<file path="src/smo_regs.svh">
`ifndef SMO_REGS_SVH
`define SMO_REGS_SVH

// Register byte offsets
`define SMO_CTRL_OFS        8'h00
`define SMO_CRANGE_OFS      8'h04
`define SMO_CHOLD_OFS       8'h08
`define SMO_ZSPD_OFS        8'h0C
`define SMO_MATCH_OFS       8'h10
`define SMO_ROT_OFS         8'h14
`define SMO_BSTOP_OFS       8'h18
`define SMO_BRUN_OFS        8'h1C
`define SMO_BREL_OFS        8'h20
`define SMO_A2OFS_OFS       8'h24
`define SMO_A2TC_OFS        8'h28
`define SMO_A2EXC_OFS       8'h2C
`define SMO_A3OFS_OFS       8'h30
`define SMO_A3TC_OFS        8'h34
`define SMO_A3EXC_OFS       8'h38
`define SMO_FLAGS_OFS       8'h3C
`define SMO_ISTAT_OFS       8'h40
`define SMO_IMASK_OFS       8'h44
`define SMO_A2FLT_OFS       8'h48
`define SMO_A3FLT_OFS       8'h4C

// Field positions of the live flag register and of the interrupt bits
`define SMO_BIT_COMP        0
`define SMO_BIT_ZERO        1
`define SMO_BIT_MATCH       2
`define SMO_BIT_ROT         3
`define SMO_BIT_BRAKE       4
`define SMO_BIT_A2EXC       5
`define SMO_BIT_A3EXC       6
`define SMO_BIT_POWER       7
`define SMO_NUM_IRQ         7

// Reset values of the parameter registers
`define SMO_CRANGE_RST      19'h0000A
`define SMO_CHOLD_RST       15'h0000
`define SMO_ZSPD_RST        15'h0032
`define SMO_MATCH_RST       15'h0032
`define SMO_ROT_RST         15'h03E8
`define SMO_BDLY_RST        14'h0000
`define SMO_BREL_RST        12'h01E
`define SMO_COND_RST        2'h0

// Timing: clock period, parameter step sizes, derived cycle counts
`define SMO_CLK_NS          40
`define SMO_MS_NS           1000000
`define SMO_TC_STEP_NS      10000
`define SMO_MS_CYC          (`SMO_MS_NS / `SMO_CLK_NS)
`define SMO_TC_CYC          (`SMO_TC_STEP_NS / `SMO_CLK_NS)

// Analog scaling: offset step in 0.01 mV, excess step in mV
`define SMO_OFS_STEP_CMV    586
`define SMO_CMV_PER_MV      100
`define SMO_EXC_STEP_MV     100

`endif

</file>
<file path="src/smo_pkg.sv">
package smo_pkg;

	// Brake sequencer states
	typedef enum logic [1:0] {
		SMO_BRK_RUN,
		SMO_BRK_STOP_WAIT,
		SMO_BRK_RUN_WAIT,
		SMO_BRK_OFF
	} smo_brk_state_t;

	// Completion condition selections
	typedef enum logic [1:0] {
		SMO_COND_RANGE,
		SMO_COND_NO_CMD,
		SMO_COND_ZERO,
		SMO_COND_LATCH
	} smo_cond_t;

endpackage

</file>
<file path="src/smo_tick.sv">
`timescale 1ns/1ps
// One-cycle enable pulse every DIV clock cycles
module smo_tick #(
	parameter int DIV = 250
) (
	input  wire logic clk_sys_in,
	input  wire logic sys_rst_in,
	output logic      tick_out
);
	logic [31:0] cnt;

	// Free-running divider
	always_ff @(posedge clk_sys_in) begin
		if (sys_rst_in) begin
			cnt      <= 32'h0;
			tick_out <= 1'b0;
		end else if (cnt == 32'(DIV - 1)) begin
			cnt      <= 32'h0;
			tick_out <= 1'b1;
		end else begin
			cnt      <= cnt + 32'h1;
			tick_out <= 1'b0;
		end
	end
endmodule

</file>
<file path="src/smo_status.sv">
// What this block does
// - Holds a completion range in command units, reset value 10, up to 262,144.
// - Condition 0 asserts completion whenever the position error is inside the range.
// - Condition 1 also requires that no position command is active.
// - Condition 2 also requires the zero speed indication besides range and no command.
// - Condition 3 latches completion once reached until the next position command.
// - Completion is held on for a programmable time in 1 ms steps, 0 to 30,000.
// - Motor speed is compared with a zero speed threshold, reset value 50 r/min.
// - Speed match is asserted while speed command minus actual speed is within its range.
// - Rotation detection uses a threshold with reset value 1000 r/min.
// - At stop the brake engages first and power is kept for a 1 ms step delay.
// - While running, power drops and the brake engages after a 1 ms step delay.
// - While running, the brake also engages once speed falls below the release speed.
// - An analog input is flagged in excess when its offset-corrected level passes a 0.1 V step limit.
// - Analog inputs 2 and 3 are low-pass filtered with a 0.01 ms step time constant.
// - Analog inputs 2 and 3 get a signed offset in 5.86 mV steps, -342 to 342.
//
// Decided for this implementation: the address map and the address-and-strobe port.
`timescale 1ns/1ps
`include "smo_regs.svh"
module smo_status
	import smo_pkg::*;
#(
	parameter int MS_CYCLES = `SMO_MS_CYC,
	parameter int TC_CYCLES = `SMO_TC_CYC
) (
	input  wire logic               clk_sys_in,
	input  wire logic               sys_rst_in,
	input  wire logic [7:0]         addr_in,
	input  wire logic [31:0]        wdata_in,
	input  wire logic               wr_in,
	input  wire logic               rd_in,
	output logic      [31:0]        rdata_out,
	input  wire logic signed [31:0] pos_err_in,
	input  wire logic               pos_cmd_in,
	input  wire logic signed [15:0] speed_in,
	input  wire logic signed [15:0] speed_cmd_in,
	input  wire logic               servo_on_in,
	input  wire logic signed [15:0] ain2_in,
	input  wire logic signed [15:0] ain3_in,
	output logic                    completion_flag_out,
	output logic                    zero_speed_flag_out,
	output logic                    speed_match_flag_out,
	output logic                    rotation_detect_flag_out,
	output logic                    brake_release_out,
	output logic                    motor_power_out,
	output logic                    ain2_excess_out,
	output logic                    ain3_excess_out,
	output logic                    irq_out
);
	// Parameter registers
	smo_cond_t          completion_condition_param;
	logic [18:0]        completion_range_param;
	logic [14:0]        completion_hold_param;
	logic [14:0]        zero_speed_threshold_param;
	logic [14:0]        speed_match_range_param;
	logic [14:0]        rotation_threshold_param;
	logic [13:0]        brake_stop_delay_param;
	logic [13:0]        brake_run_delay_param;
	logic [11:0]        brake_release_speed_param;
	logic signed [9:0]  ain_ofs [2];
	logic [12:0]        ain_tc  [2];
	logic [6:0]         ain_exc [2];
	logic [`SMO_NUM_IRQ-1:0] irq_stat;
	logic [`SMO_NUM_IRQ-1:0] irq_mask;

	// Internal state
	logic                    ms_tick;
	logic                    tc_tick;
	logic [14:0]             hold_cnt;
	logic                    comp_latch;
	logic                    comp_raw;
	logic                    in_range;
	logic [15:0]             abs_speed;
	logic [16:0]             abs_diff;
	smo_brk_state_t          brk_state;
	smo_brk_state_t          next_brk_state;
	logic [13:0]             brk_cnt;
	logic signed [16:0]      ain_corr [2];
	logic signed [24:0]      ain_acc  [2];
	logic [1:0]              next_exc;
	logic                    next_comp;
	logic                    next_rot;
	logic [`SMO_NUM_IRQ-1:0] irq_ev;
	logic                    wr_stat;

	function automatic logic [15:0] abs16(input logic signed [15:0] v);
		return v[15] ? 16'(-v) : 16'(v);
	endfunction

	function automatic logic [16:0] abs17(input logic signed [16:0] v);
		return v[16] ? 17'(-v) : 17'(v);
	endfunction

	// Offset code to millivolts
	function automatic logic signed [16:0] ofs_mv(input logic signed [9:0] code);
		logic signed [21:0] p;
		p = 22'(code);
		p = p * 22'(`SMO_OFS_STEP_CMV);
		p = p / 22'(`SMO_CMV_PER_MV);
		return p[16:0];
	endfunction

	// Filter shift: bits needed to hold the time constant
	function automatic logic [3:0] tc_shift(input logic [12:0] tc);
		logic [3:0] s;
		s = 4'h0;
		for (int i = 0; i < 13; i++) begin
			if (tc[i]) begin
				s = 4'(i + 1);
			end
		end
		return s;
	endfunction

	// Time base enables
	smo_tick #(.DIV(MS_CYCLES)) u_ms_tick (
		.clk_sys_in (clk_sys_in),
		.sys_rst_in (sys_rst_in),
		.tick_out   (ms_tick)
	);

	smo_tick #(.DIV(TC_CYCLES)) u_tc_tick (
		.clk_sys_in (clk_sys_in),
		.sys_rst_in (sys_rst_in),
		.tick_out   (tc_tick)
	);

	// Parameter writes
	always_ff @(posedge clk_sys_in) begin
		if (sys_rst_in) begin
			completion_condition_param <= smo_cond_t'(`SMO_COND_RST);
			completion_range_param     <= `SMO_CRANGE_RST;
			completion_hold_param      <= `SMO_CHOLD_RST;
			zero_speed_threshold_param <= `SMO_ZSPD_RST;
			speed_match_range_param    <= `SMO_MATCH_RST;
			rotation_threshold_param   <= `SMO_ROT_RST;
			brake_stop_delay_param     <= `SMO_BDLY_RST;
			brake_run_delay_param      <= `SMO_BDLY_RST;
			brake_release_speed_param  <= `SMO_BREL_RST;
			irq_mask                   <= '0;
			for (int i = 0; i < 2; i++) begin
				ain_ofs[i] <= '0;
				ain_tc[i]  <= '0;
				ain_exc[i] <= '0;
			end
		end else if (wr_in) begin
			unique case (addr_in)
				`SMO_CTRL_OFS:   completion_condition_param <= smo_cond_t'(wdata_in[1:0]);
				`SMO_CRANGE_OFS: completion_range_param     <= wdata_in[18:0];
				`SMO_CHOLD_OFS:  completion_hold_param      <= wdata_in[14:0];
				`SMO_ZSPD_OFS:   zero_speed_threshold_param <= wdata_in[14:0];
				`SMO_MATCH_OFS:  speed_match_range_param    <= wdata_in[14:0];
				`SMO_ROT_OFS:    rotation_threshold_param   <= wdata_in[14:0];
				`SMO_BSTOP_OFS:  brake_stop_delay_param     <= wdata_in[13:0];
				`SMO_BRUN_OFS:   brake_run_delay_param      <= wdata_in[13:0];
				`SMO_BREL_OFS:   brake_release_speed_param  <= wdata_in[11:0];
				`SMO_A2OFS_OFS:  ain_ofs[0] <= wdata_in[9:0];
				`SMO_A2TC_OFS:   ain_tc[0]  <= wdata_in[12:0];
				`SMO_A2EXC_OFS:  ain_exc[0] <= wdata_in[6:0];
				`SMO_A3OFS_OFS:  ain_ofs[1] <= wdata_in[9:0];
				`SMO_A3TC_OFS:   ain_tc[1]  <= wdata_in[12:0];
				`SMO_A3EXC_OFS:  ain_exc[1] <= wdata_in[6:0];
				`SMO_IMASK_OFS:  irq_mask   <= wdata_in[`SMO_NUM_IRQ-1:0];
				default: ;
			endcase
		end
	end

	// Speed comparisons
	always_comb begin
		abs_speed = abs16(speed_in);
		abs_diff  = abs17(17'(speed_cmd_in) - 17'(speed_in));
		in_range  = abs17(pos_err_in[31] ? 17'h1FFFF : 17'h0) == 17'h0
			? ({13'h0, pos_err_in[18:0]} <= {13'h0, completion_range_param})
				&& (pos_err_in[31:19] == 13'h0)
			: (32'(-pos_err_in) <= {13'h0, completion_range_param});
	end

	always_ff @(posedge clk_sys_in) begin
		if (sys_rst_in) begin
			zero_speed_flag_out      <= 1'b0;
			speed_match_flag_out     <= 1'b0;
			rotation_detect_flag_out <= 1'b0;
		end else begin
			zero_speed_flag_out      <= abs_speed < {1'b0, zero_speed_threshold_param};
			speed_match_flag_out     <= abs_diff <= {2'b0, speed_match_range_param};
			rotation_detect_flag_out <= next_rot;
		end
	end
	assign next_rot = abs_speed >= {1'b0, rotation_threshold_param};

	// Completion condition selection
	always_comb begin
		unique case (completion_condition_param)
			SMO_COND_RANGE:  comp_raw = in_range;
			SMO_COND_NO_CMD: comp_raw = in_range && !pos_cmd_in;
			SMO_COND_ZERO:   comp_raw = in_range && !pos_cmd_in && zero_speed_flag_out;
			SMO_COND_LATCH:  comp_raw = (in_range || comp_latch) && !pos_cmd_in;
		endcase
		next_comp = comp_raw || (hold_cnt != 15'h0);
	end

	// Latch for condition 3, released by the next command
	always_ff @(posedge clk_sys_in) begin
		if (sys_rst_in) begin
			comp_latch <= 1'b0;
		end else begin
			comp_latch <= completion_condition_param == SMO_COND_LATCH && comp_raw;
		end
	end

	// Hold timer reloads while the condition stands, counts down after
	always_ff @(posedge clk_sys_in) begin
		if (sys_rst_in) begin
			hold_cnt            <= 15'h0;
			completion_flag_out <= 1'b0;
		end else begin
			completion_flag_out <= next_comp;
			if (comp_raw) begin
				hold_cnt <= completion_hold_param;
			end else if (ms_tick && hold_cnt != 15'h0) begin
				hold_cnt <= hold_cnt - 15'h1;
			end
		end
	end

	// Brake sequencer transitions
	always_comb begin
		next_brk_state = brk_state;
		unique case (brk_state)
			SMO_BRK_RUN: begin
				if (!servo_on_in) begin
					next_brk_state = zero_speed_flag_out ? SMO_BRK_STOP_WAIT
						: SMO_BRK_RUN_WAIT;
				end
			end
			SMO_BRK_STOP_WAIT: begin
				if (servo_on_in) begin
					next_brk_state = SMO_BRK_RUN;
				end else if (brk_cnt == 14'h0) begin
					next_brk_state = SMO_BRK_OFF;
				end
			end
			SMO_BRK_RUN_WAIT: begin
				if (brk_cnt == 14'h0 || abs_speed < {4'h0, brake_release_speed_param}) begin
					next_brk_state = SMO_BRK_OFF;
				end
			end
			SMO_BRK_OFF: begin
				if (servo_on_in) begin
					next_brk_state = SMO_BRK_RUN;
				end
			end
		endcase
	end

	// Brake state, delay counter and drive outputs
	always_ff @(posedge clk_sys_in) begin
		if (sys_rst_in) begin
			brk_state         <= SMO_BRK_OFF;
			brk_cnt           <= 14'h0;
			brake_release_out <= 1'b0;
			motor_power_out   <= 1'b0;
		end else begin
			brk_state         <= next_brk_state;
			brake_release_out <= next_brk_state == SMO_BRK_RUN
				|| next_brk_state == SMO_BRK_RUN_WAIT;
			motor_power_out   <= next_brk_state == SMO_BRK_RUN
				|| next_brk_state == SMO_BRK_STOP_WAIT;
			if (brk_state == SMO_BRK_RUN && next_brk_state == SMO_BRK_STOP_WAIT) begin
				brk_cnt <= brake_stop_delay_param;
			end else if (brk_state == SMO_BRK_RUN && next_brk_state == SMO_BRK_RUN_WAIT) begin
				brk_cnt <= brake_run_delay_param;
			end else if (ms_tick && brk_cnt != 14'h0) begin
				brk_cnt <= brk_cnt - 14'h1;
			end
		end
	end

	// Analog offset, excess check and first-order filter
	always_comb begin
		ain_corr[0] = 17'(ain2_in) + ofs_mv(ain_ofs[0]);
		ain_corr[1] = 17'(ain3_in) + ofs_mv(ain_ofs[1]);
		for (int i = 0; i < 2; i++) begin
			next_exc[i] = ain_exc[i] != 7'h0 && abs17(ain_corr[i])
				> 17'(ain_exc[i] * 14'(`SMO_EXC_STEP_MV));
		end
	end

	always_ff @(posedge clk_sys_in) begin
		if (sys_rst_in) begin
			ain2_excess_out <= 1'b0;
			ain3_excess_out <= 1'b0;
			for (int i = 0; i < 2; i++) begin
				ain_acc[i] <= '0;
			end
		end else begin
			ain2_excess_out <= next_exc[0];
			ain3_excess_out <= next_exc[1];
			for (int i = 0; i < 2; i++) begin
				if (ain_tc[i] == 13'h0) begin
					ain_acc[i] <= {ain_corr[i], 8'h00};
				end else if (tc_tick) begin
					// Signed step so a falling input pulls the accumulator down
					ain_acc[i] <= ain_acc[i]
						+ (($signed({ain_corr[i], 8'h00}) - ain_acc[i])
						>>> tc_shift(ain_tc[i]));
				end
			end
		end
	end

	// Interrupt events: rising edges of selected flags, falling edge of brake release, set wins over clear
	assign irq_ev = {next_exc[1] && !ain3_excess_out, next_exc[0] && !ain2_excess_out,
		brake_release_out && next_brk_state != SMO_BRK_RUN
			&& next_brk_state != SMO_BRK_RUN_WAIT,
		next_rot && !rotation_detect_flag_out, 2'b00, next_comp && !completion_flag_out};
	assign wr_stat = wr_in && addr_in == `SMO_ISTAT_OFS;

	always_ff @(posedge clk_sys_in) begin
		if (sys_rst_in) begin
			irq_stat <= '0;
			irq_out  <= 1'b0;
		end else begin
			irq_stat <= (irq_stat & ~(wr_stat ? wdata_in[`SMO_NUM_IRQ-1:0] : '0)) | irq_ev;
			irq_out  <= |(((irq_stat & ~(wr_stat ? wdata_in[`SMO_NUM_IRQ-1:0] : '0))
				| irq_ev) & irq_mask);
		end
	end

	// Read port, data valid the cycle after the strobe
	always_ff @(posedge clk_sys_in) begin
		if (sys_rst_in) begin
			rdata_out <= 32'h0;
		end else if (rd_in) begin
			unique case (addr_in)
				`SMO_CTRL_OFS:   rdata_out <= 32'(completion_condition_param);
				`SMO_CRANGE_OFS: rdata_out <= 32'(completion_range_param);
				`SMO_CHOLD_OFS:  rdata_out <= 32'(completion_hold_param);
				`SMO_ZSPD_OFS:   rdata_out <= 32'(zero_speed_threshold_param);
				`SMO_MATCH_OFS:  rdata_out <= 32'(speed_match_range_param);
				`SMO_ROT_OFS:    rdata_out <= 32'(rotation_threshold_param);
				`SMO_BSTOP_OFS:  rdata_out <= 32'(brake_stop_delay_param);
				`SMO_BRUN_OFS:   rdata_out <= 32'(brake_run_delay_param);
				`SMO_BREL_OFS:   rdata_out <= 32'(brake_release_speed_param);
				`SMO_A2OFS_OFS:  rdata_out <= 32'(ain_ofs[0]);
				`SMO_A2TC_OFS:   rdata_out <= 32'(ain_tc[0]);
				`SMO_A2EXC_OFS:  rdata_out <= 32'(ain_exc[0]);
				`SMO_A3OFS_OFS:  rdata_out <= 32'(ain_ofs[1]);
				`SMO_A3TC_OFS:   rdata_out <= 32'(ain_tc[1]);
				`SMO_A3EXC_OFS:  rdata_out <= 32'(ain_exc[1]);
				`SMO_FLAGS_OFS:  rdata_out <= 32'({motor_power_out, ain3_excess_out,
					ain2_excess_out, brake_release_out, rotation_detect_flag_out,
					speed_match_flag_out, zero_speed_flag_out, completion_flag_out});
				`SMO_ISTAT_OFS:  rdata_out <= 32'(irq_stat);
				`SMO_IMASK_OFS:  rdata_out <= 32'(irq_mask);
				`SMO_A2FLT_OFS:  rdata_out <= 32'(ain_acc[0][24:8]);
				`SMO_A3FLT_OFS:  rdata_out <= 32'(ain_acc[1][24:8]);
				default:         rdata_out <= 32'h0;
			endcase
		end else begin
			rdata_out <= 32'h0;
		end
	end
endmodule

</file>
<file path="config.mk">
export PLATFORM = sky130hd
export DESIGN_NAME = smo_status
export DESIGN_NICKNAME = d
export VERILOG_FILES = /design/src/smo_pkg.sv /design/src/smo_tick.sv /design/src/smo_status.sv
export VERILOG_INCLUDE_DIRS = /design/src
export SDC_FILE = /design/constraint.sdc
export NUM_CORES = 2
export LEC_CHECK = 0
export ABC_AREA = 1
export BUFFER_PORTS_ARGS = -buffer_cell sky130_fd_sc_hd__buf_2
export CAP_MARGIN = 5
export CORE_ASPECT_RATIO = 1.1
export CORE_MARGIN = 5
export CORE_UTILIZATION = 50
export CTS_CLUSTER_DIAMETER = 30
export DETAILED_ROUTE_END_ITERATION = 8
export PLACE_DENSITY_LB_ADDON = 0.3
export SETUP_SLACK_MARGIN = 0.05
export SKIP_LAST_GASP = 1
export SLEW_MARGIN = 0
export SYNTH_ARGS = -nofsm -noshare
export SYNTH_HDL_FRONTEND = slang
export SYNTH_SLANG_ARGS = --single-unit
</file>
<file path="constraint.sdc">
create_clock -name clk_sys_in -period 22.2 [get_ports clk_sys_in]
set_input_delay 6.66 -clock clk_sys_in [delete_from_list [all_inputs] [get_ports clk_sys_in]]
set_output_delay 6.66 -clock clk_sys_in [all_outputs]
set_load 0.01 [all_outputs]
</file>
**Word level (Yosys, flattened, before mapping)**

Memories as Yosys holds them, arrays and structs flattened.
Cells that the tools add are included.

- Register bits: 274
- Bits in writable memories: 110
- Input port bits: 142
- Output and inout port bits: 41
- Logic and storage cells: 274
- Memories kept: 4

- Add/sub/neg operators: 17
- Multiply operators: 4
- Divide/modulo/power cells: 2
- $lt $le $gt $ge: 8
- Eq/ne operators: 30
- Shift-type cells: 2
- Multiplexer cells: 105
- Bitwise gates (word level): 15
- Reductions and logical operators: 58

Memories:

| name | depth | width | read ports | clocked after memory_dff | write ports | RTL line | source |
|---|---|---|---|---|---|---|---|
| ain_acc | 2 | 25 | 2 | 0 | 2 | smo_status.sv:80 | `logic signed [24:0] ain_acc [2];` |
| ain_tc | 2 | 13 | 2 | 0 | 2 | smo_status.sv:62 | `logic [12:0] ain_tc [2];` |
| ain_ofs | 2 | 10 | 2 | 0 | 2 | smo_status.sv:61 | `logic signed [9:0] ain_ofs [2];` |
| ain_exc | 2 | 7 | 2 | 0 | 2 | smo_status.sv:63 | `logic [6:0] ain_exc [2];` |

Operator list:

| cell | number |
|---|---|
| $pmux W32 S20 | 1 |
| $mux W4 | 30 |
| $mux W25 | 4 |
| $mux W17 | 5 |
| $neg A17 Y17 | 4 |
| $add A32 B1 Y32 const B | 2 |
| $eq A8 B6 Y1 const B | 8 |
| $add A25 B25 Y25 | 2 |
| $sshr A25 B4 Y25 | 2 |
| $sub A25 B25 Y25 | 2 |
| $div A22 B8 Y22 const B | 2 |
| $mux W1 | 44 |
| $mux W14 | 3 |
| $mul A10 B10 Y20 const B | 2 |
| $logic_not A13 Y1 | 3 |
| $add A16 B17 Y17 | 2 |
| $gt A17 B14 Y1 | 2 |
| $eq A32 B15 Y1 const B | 1 |
| $eq A32 B8 Y1 const B | 1 |
| $eq A8 B5 Y1 const B | 4 |
| $eq A8 B7 Y1 const B | 4 |
| $le A32 B19 Y1 | 1 |
| $neg A32 Y32 | 1 |
| $mux W15 | 2 |
| other kinds (42) | 109 |

**Longest topological paths before layout**

An unclocked memory read counts as a cell.

- Depth in word-level cells: 20
- Depth in mapped cells: 158
- Depth with buffers taken out: 158

**By module**

Synthesis repeated with hierarchy kept, for this count alone.

- Cells, all modules: 6,195
- Area total of the unflattened synthesis: 41,199.5 um^2

Modules (own cells, without submodules):

| module | instances | cells each | area an instance (um^2) | seq. area each (um^2) |
|---|---|---|---|---|
| smo_status | 1 | 5,550 | 37,319.5 | 7,226.9 |
| smo_tick at u_ms_tick | 1 | 324 | 1,946.9 | 660.6 |
| smo_tick at u_tc_tick | 1 | 321 | 1,933.1 | 660.6 |

**Least setup slack after synthesis**

No wires, ideal clock.

- Kind: register -> register
- Start point: memory ain_ofs[0][9]
- End point: memory ain_acc[0][24] (data pin)
- Setup time: 257 ps
- Arrival time: 16,053 ps
- Data required time: 21,943 ps
- Setup slack: 5,890 ps
- Cell stages (with the launch flop): 137
- Buffers on the path: 1
- Period minus slack after synthesis: 16,310 ps
- Path through: edfxtp_1 -> inv_1 -> xor2_1 -> ha_1 -> inv_1 -> fa_1 -> inv_1 -> ha_1 -> inv_1 -> o21ai_1 -> a21oi_2 -> inv_1 -> a21oi_1 -> nand2_1 -> nand2_1 -> nand2_4 -> inv_4 -> buf_4 -> [... 101 more ...] -> a31oi_1 -> inv_1 -> a21oi_1 -> o21ai_0 -> a21oi_1 -> o21ai_0 -> a21o_1 -> a21oi_1 -> o21ai_0 -> nand3_1 -> nand2_1 -> a21oi_1 -> nor2_1 -> nor2_1 -> a21oi_1 -> o21ai_0 -> xor2_1 -> nor2_1

RTL lines:

| item | RTL line |
|---|---|
| start: declaration | smo_status.sv:61 |
| end: declaration | smo_status.sv:80 |

==> summary.txt <==
CTS
  – Cts hold-fix bufs: 0
  – Post-CTS setup buffer count: 0
  – Worst-path clk slew: 0.06 ns
  – Post_cts resized: 0
  – Clk buf depth: 3
  – Clk sinks: 372
  – H-tree depth: 3
  – Worst skew pair latency: 0.68 ns
  – Clock Tree Root: clkbuf_16
  – TritonCTS clock tree: built
  – CTS buffer count: 84

Setup path
  – Crit path capture type: register
  – CP most frequent cell: nand2_1
  – Worst Setup Start Kind: register
  – Worst Path Class, Setup: register to register
  – R2R Setup Slk: 2.53 ns
  – Slowest cell on crit path: edfxtp_1
  – Worst Path Required: 22.56 ns
  – CP Max Fanout: 34
  – Reg2reg end: ain_acc[1][24]
  – Critical R2R Launch: ain_ofs[0][19]
  – Worst EP arrival: 20.03 ns
  – Slowest stage delay, CP: 0.76 ns
  – Worst reg2reg path depth: 132

Finish
  – Share of layout cells above drive strength 1: 0.106
  – Fillers: 7,454
  – P&R area growth vs syn: 12.7%
  – Total Nets Final: 6,617

Drt
  – Avg WL per Cell: 17.0 um
  – Residual DRC count: 0
  – Drt first pass iters: 7
  – Post-DR vias/cell: 5.54
  – Routed Antenna Nets: 0
  – DRT iter0 DRCs: 3,479
  – Total vias in the final route: 39,596
  – Total Wirelength: 121 mm

Synth
  – Syn_nets: 6,450
  – Most frequent cell after synthesis: nand2_1
  – Synth top area share: 0.134
  – FF+latch count, synth: 372
  – Synth Instances: 5,861
  – Distinct cells, synth: 72
  – Top FF cell, synth: dfxtp_1
  – Synth warn: 0
  – Average cell area after synthesis: 6.70 sq um
  – Leading area contributor after synthesis: dfxtp_1
  – Post-synth top cells: 1,084 x nand2_1, 1,006 x inv_1, 470 x nor2_1, 453 x a21oi_1, 446 x o21ai_0
  – Register area share after synthesis: 0.218
  – Synth top area cells: dfxtp_1 13%, ha_1 13%, nand2_1 10%
  – FFs w/ async S/R, synth: 0
  – Post-synth EDFFs: 110
  – Mapped Area: 39,300 sq um

Worst hold path
  – HP Class: register to register
  – Min-Delay Startpoint: u_ms_tick.cnt[0]
  – WHS Path Cells: 1
  – Hold endpoint: u_ms_tick.cnt[0]

Timing
  – Relative slew slack: 0.121
  – Slew @ Worst Pin: 1.31 ns
  – Final Slew Violations: 0
  – Final hold viol count: 0
  – Layout Skew: 0.106 ns
  – Setup violations, final: 0
  – RSZ-0062 raised after global routing: false
  – Final setup TNS: 0 ns
  – Min Tclk post-route: 19.67 ns
  – Period utilization: 0.886
  – Max Fclk: 0.0508 GHz

Floorplan
  – Core footprint: 77,600 sq um
  – Die ar.: 84,300 sq um
  – Die Y: 304 um
  – Top Ports: 183
  – Die X: 277 um
  – # rows: 107
  – Starting Density: 0.506

Run
  – Max_cap viols: 0

Global route
  – Vias in the first global route: 36,676
  – Antenna violations before repair: 12
  – GR Overflow Total: 0
  – Largest net degree at the start of global routing: 81
  – Global-route wire length before repair: 190 mm
  – Total GRT Usage: 0.273

Place
  – DP Wirelength: 95.6 mm
  – Number of port buffers: 169
  – GPL Wtd Cong: 1.03

Outcome
  – Status: complete, no violations
[registers in the layout, indices dropped and copies added, names as in the netlist, 7 cells and up]
register	count
ain_ofs	20
hold_cnt	15
brake_release_speed_param	12
brk_cnt	14
completion_hold_param	15
ain_tc	26
irq_stat	7
rdata_out	20
brake_run_delay_param	14
irq_mask	7
ain_acc	50
u_ms_tick.cnt	32
zero_speed_threshold_param	15
speed_match_range_param	15
rotation_threshold_param	15
brake_stop_delay_param	14
ain_exc	14
completion_range_param	19
u_tc_tick.cnt	32
[cell usage in the layout, fill, tap and decap left out, drive strengths merged, types with 18 or more instances in the layout]
master,synthesis,routed
nor3,72,72
fa,45,45
nand3,339,339
dfxtp,262,262
nor2,493,493
inv,1043,1052
a221oi,42,42
clkbuf,102,103
clkinv,19,51
nand2,1254,1254
nand4,105,105
xor2,216,216
nor4,37,37
o21ai,479,479
o21bai,31,31
a21oi,455,455
a31oi,32,32
nand3b,18,18
xnor2,62,62
edfxtp,110,110
o211ai,54,54
buf,22,205
ha,402,402
o22ai,58,58
[kinds of logic (layout without fill, tap and decap cells)]
group,Yosys count,count (layout),synth area share
simple gates,2347,2347,0.276
compound gates,1228,1228,0.175
buf+inv,1186,1424,0.116
fa+ha+maj,447,447,0.151
flops,372,372,0.218
xor+xnor,278,278,0.0626
mux,3,3,0.000764
other cells,0,8,0
[metal layers]
layer  vias to the layer above  track usage  part of all wire
li1                      19769            -                 -
met1                     18015        0.341              0.41
met2                      1481        0.453              0.45
met3                       323       0.0662             0.094
met4                         8        0.112             0.046
met5                         -            0           0.00043
[critical path: cells and delay by family (launching register included)]
kind	cells	cell delay, ns
AOI/OAI and AO/OA	16	2.67
xor gates and xnor gates	5	1.55
adders and majority gates	7	2.43
buffers and inverters	11	1.41
DFF	1	0.76
and+or+nand+nor	93	10.54
[cell type report]
type,instances,area (sq um),area share
antenna,8,20.0,0.000452
clock inverter,54,782,0.0177
inverter,1062,3990,0.0902
sequential,372,8550,0.193
timing repair buffer,205,1120,0.0252
multi-input combinational,4303,26200,0.592
tap,1035,1290,0.0292
clock buffer,103,2330,0.0526
[metrics by stage]
| stage | instances | cell area [sq um] | setup WS [ns] | utilization | hold slack (ns) |
|---|---|---|---|---|---|
| floorplan | 5861 | 39300 | 5.89 | - | 0.418 |
| CTS | 7134 | 44300 | 2.62 | 0.570 | 0.448 |
| finish | 7142 | 44300 | 2.53 | 0.570 | 0.444 |
| global placement | 6977 | 41100 | 2.99 | 0.530 | 0.433 |
| detailed placement | 6977 | 41100 | 2.66 | 0.530 | 0.437 |
| global route | 7136 | 44300 | 0.473 | 0.570 | 0.464 |
[worst max path at each step]
stage / startpoint / end / slack (ns) / depth (start not counted)
floorplan: ain_ofs[0][9] / ain_acc[0][24] / 5.89 / 136
global placement: ain_ofs[0][9] / ain_acc[0][24] / 2.99 / 133
detailed placement: ain_ofs[0][9] / ain_acc[0][24] / 2.66 / 133
CTS: ain_ofs[0][9] / ain_acc[0][24] / 2.62 / 133
global route: ain_ofs[0][19] / ain_acc[1][24] / 0.47 / 139
finish: ain_ofs[0][19] / ain_acc[1][24] / 2.53 / 132
Power is left out: the tool's default activity adds up to more than one toggle a clock period on the data nets, which glitch-free logic cannot reach.
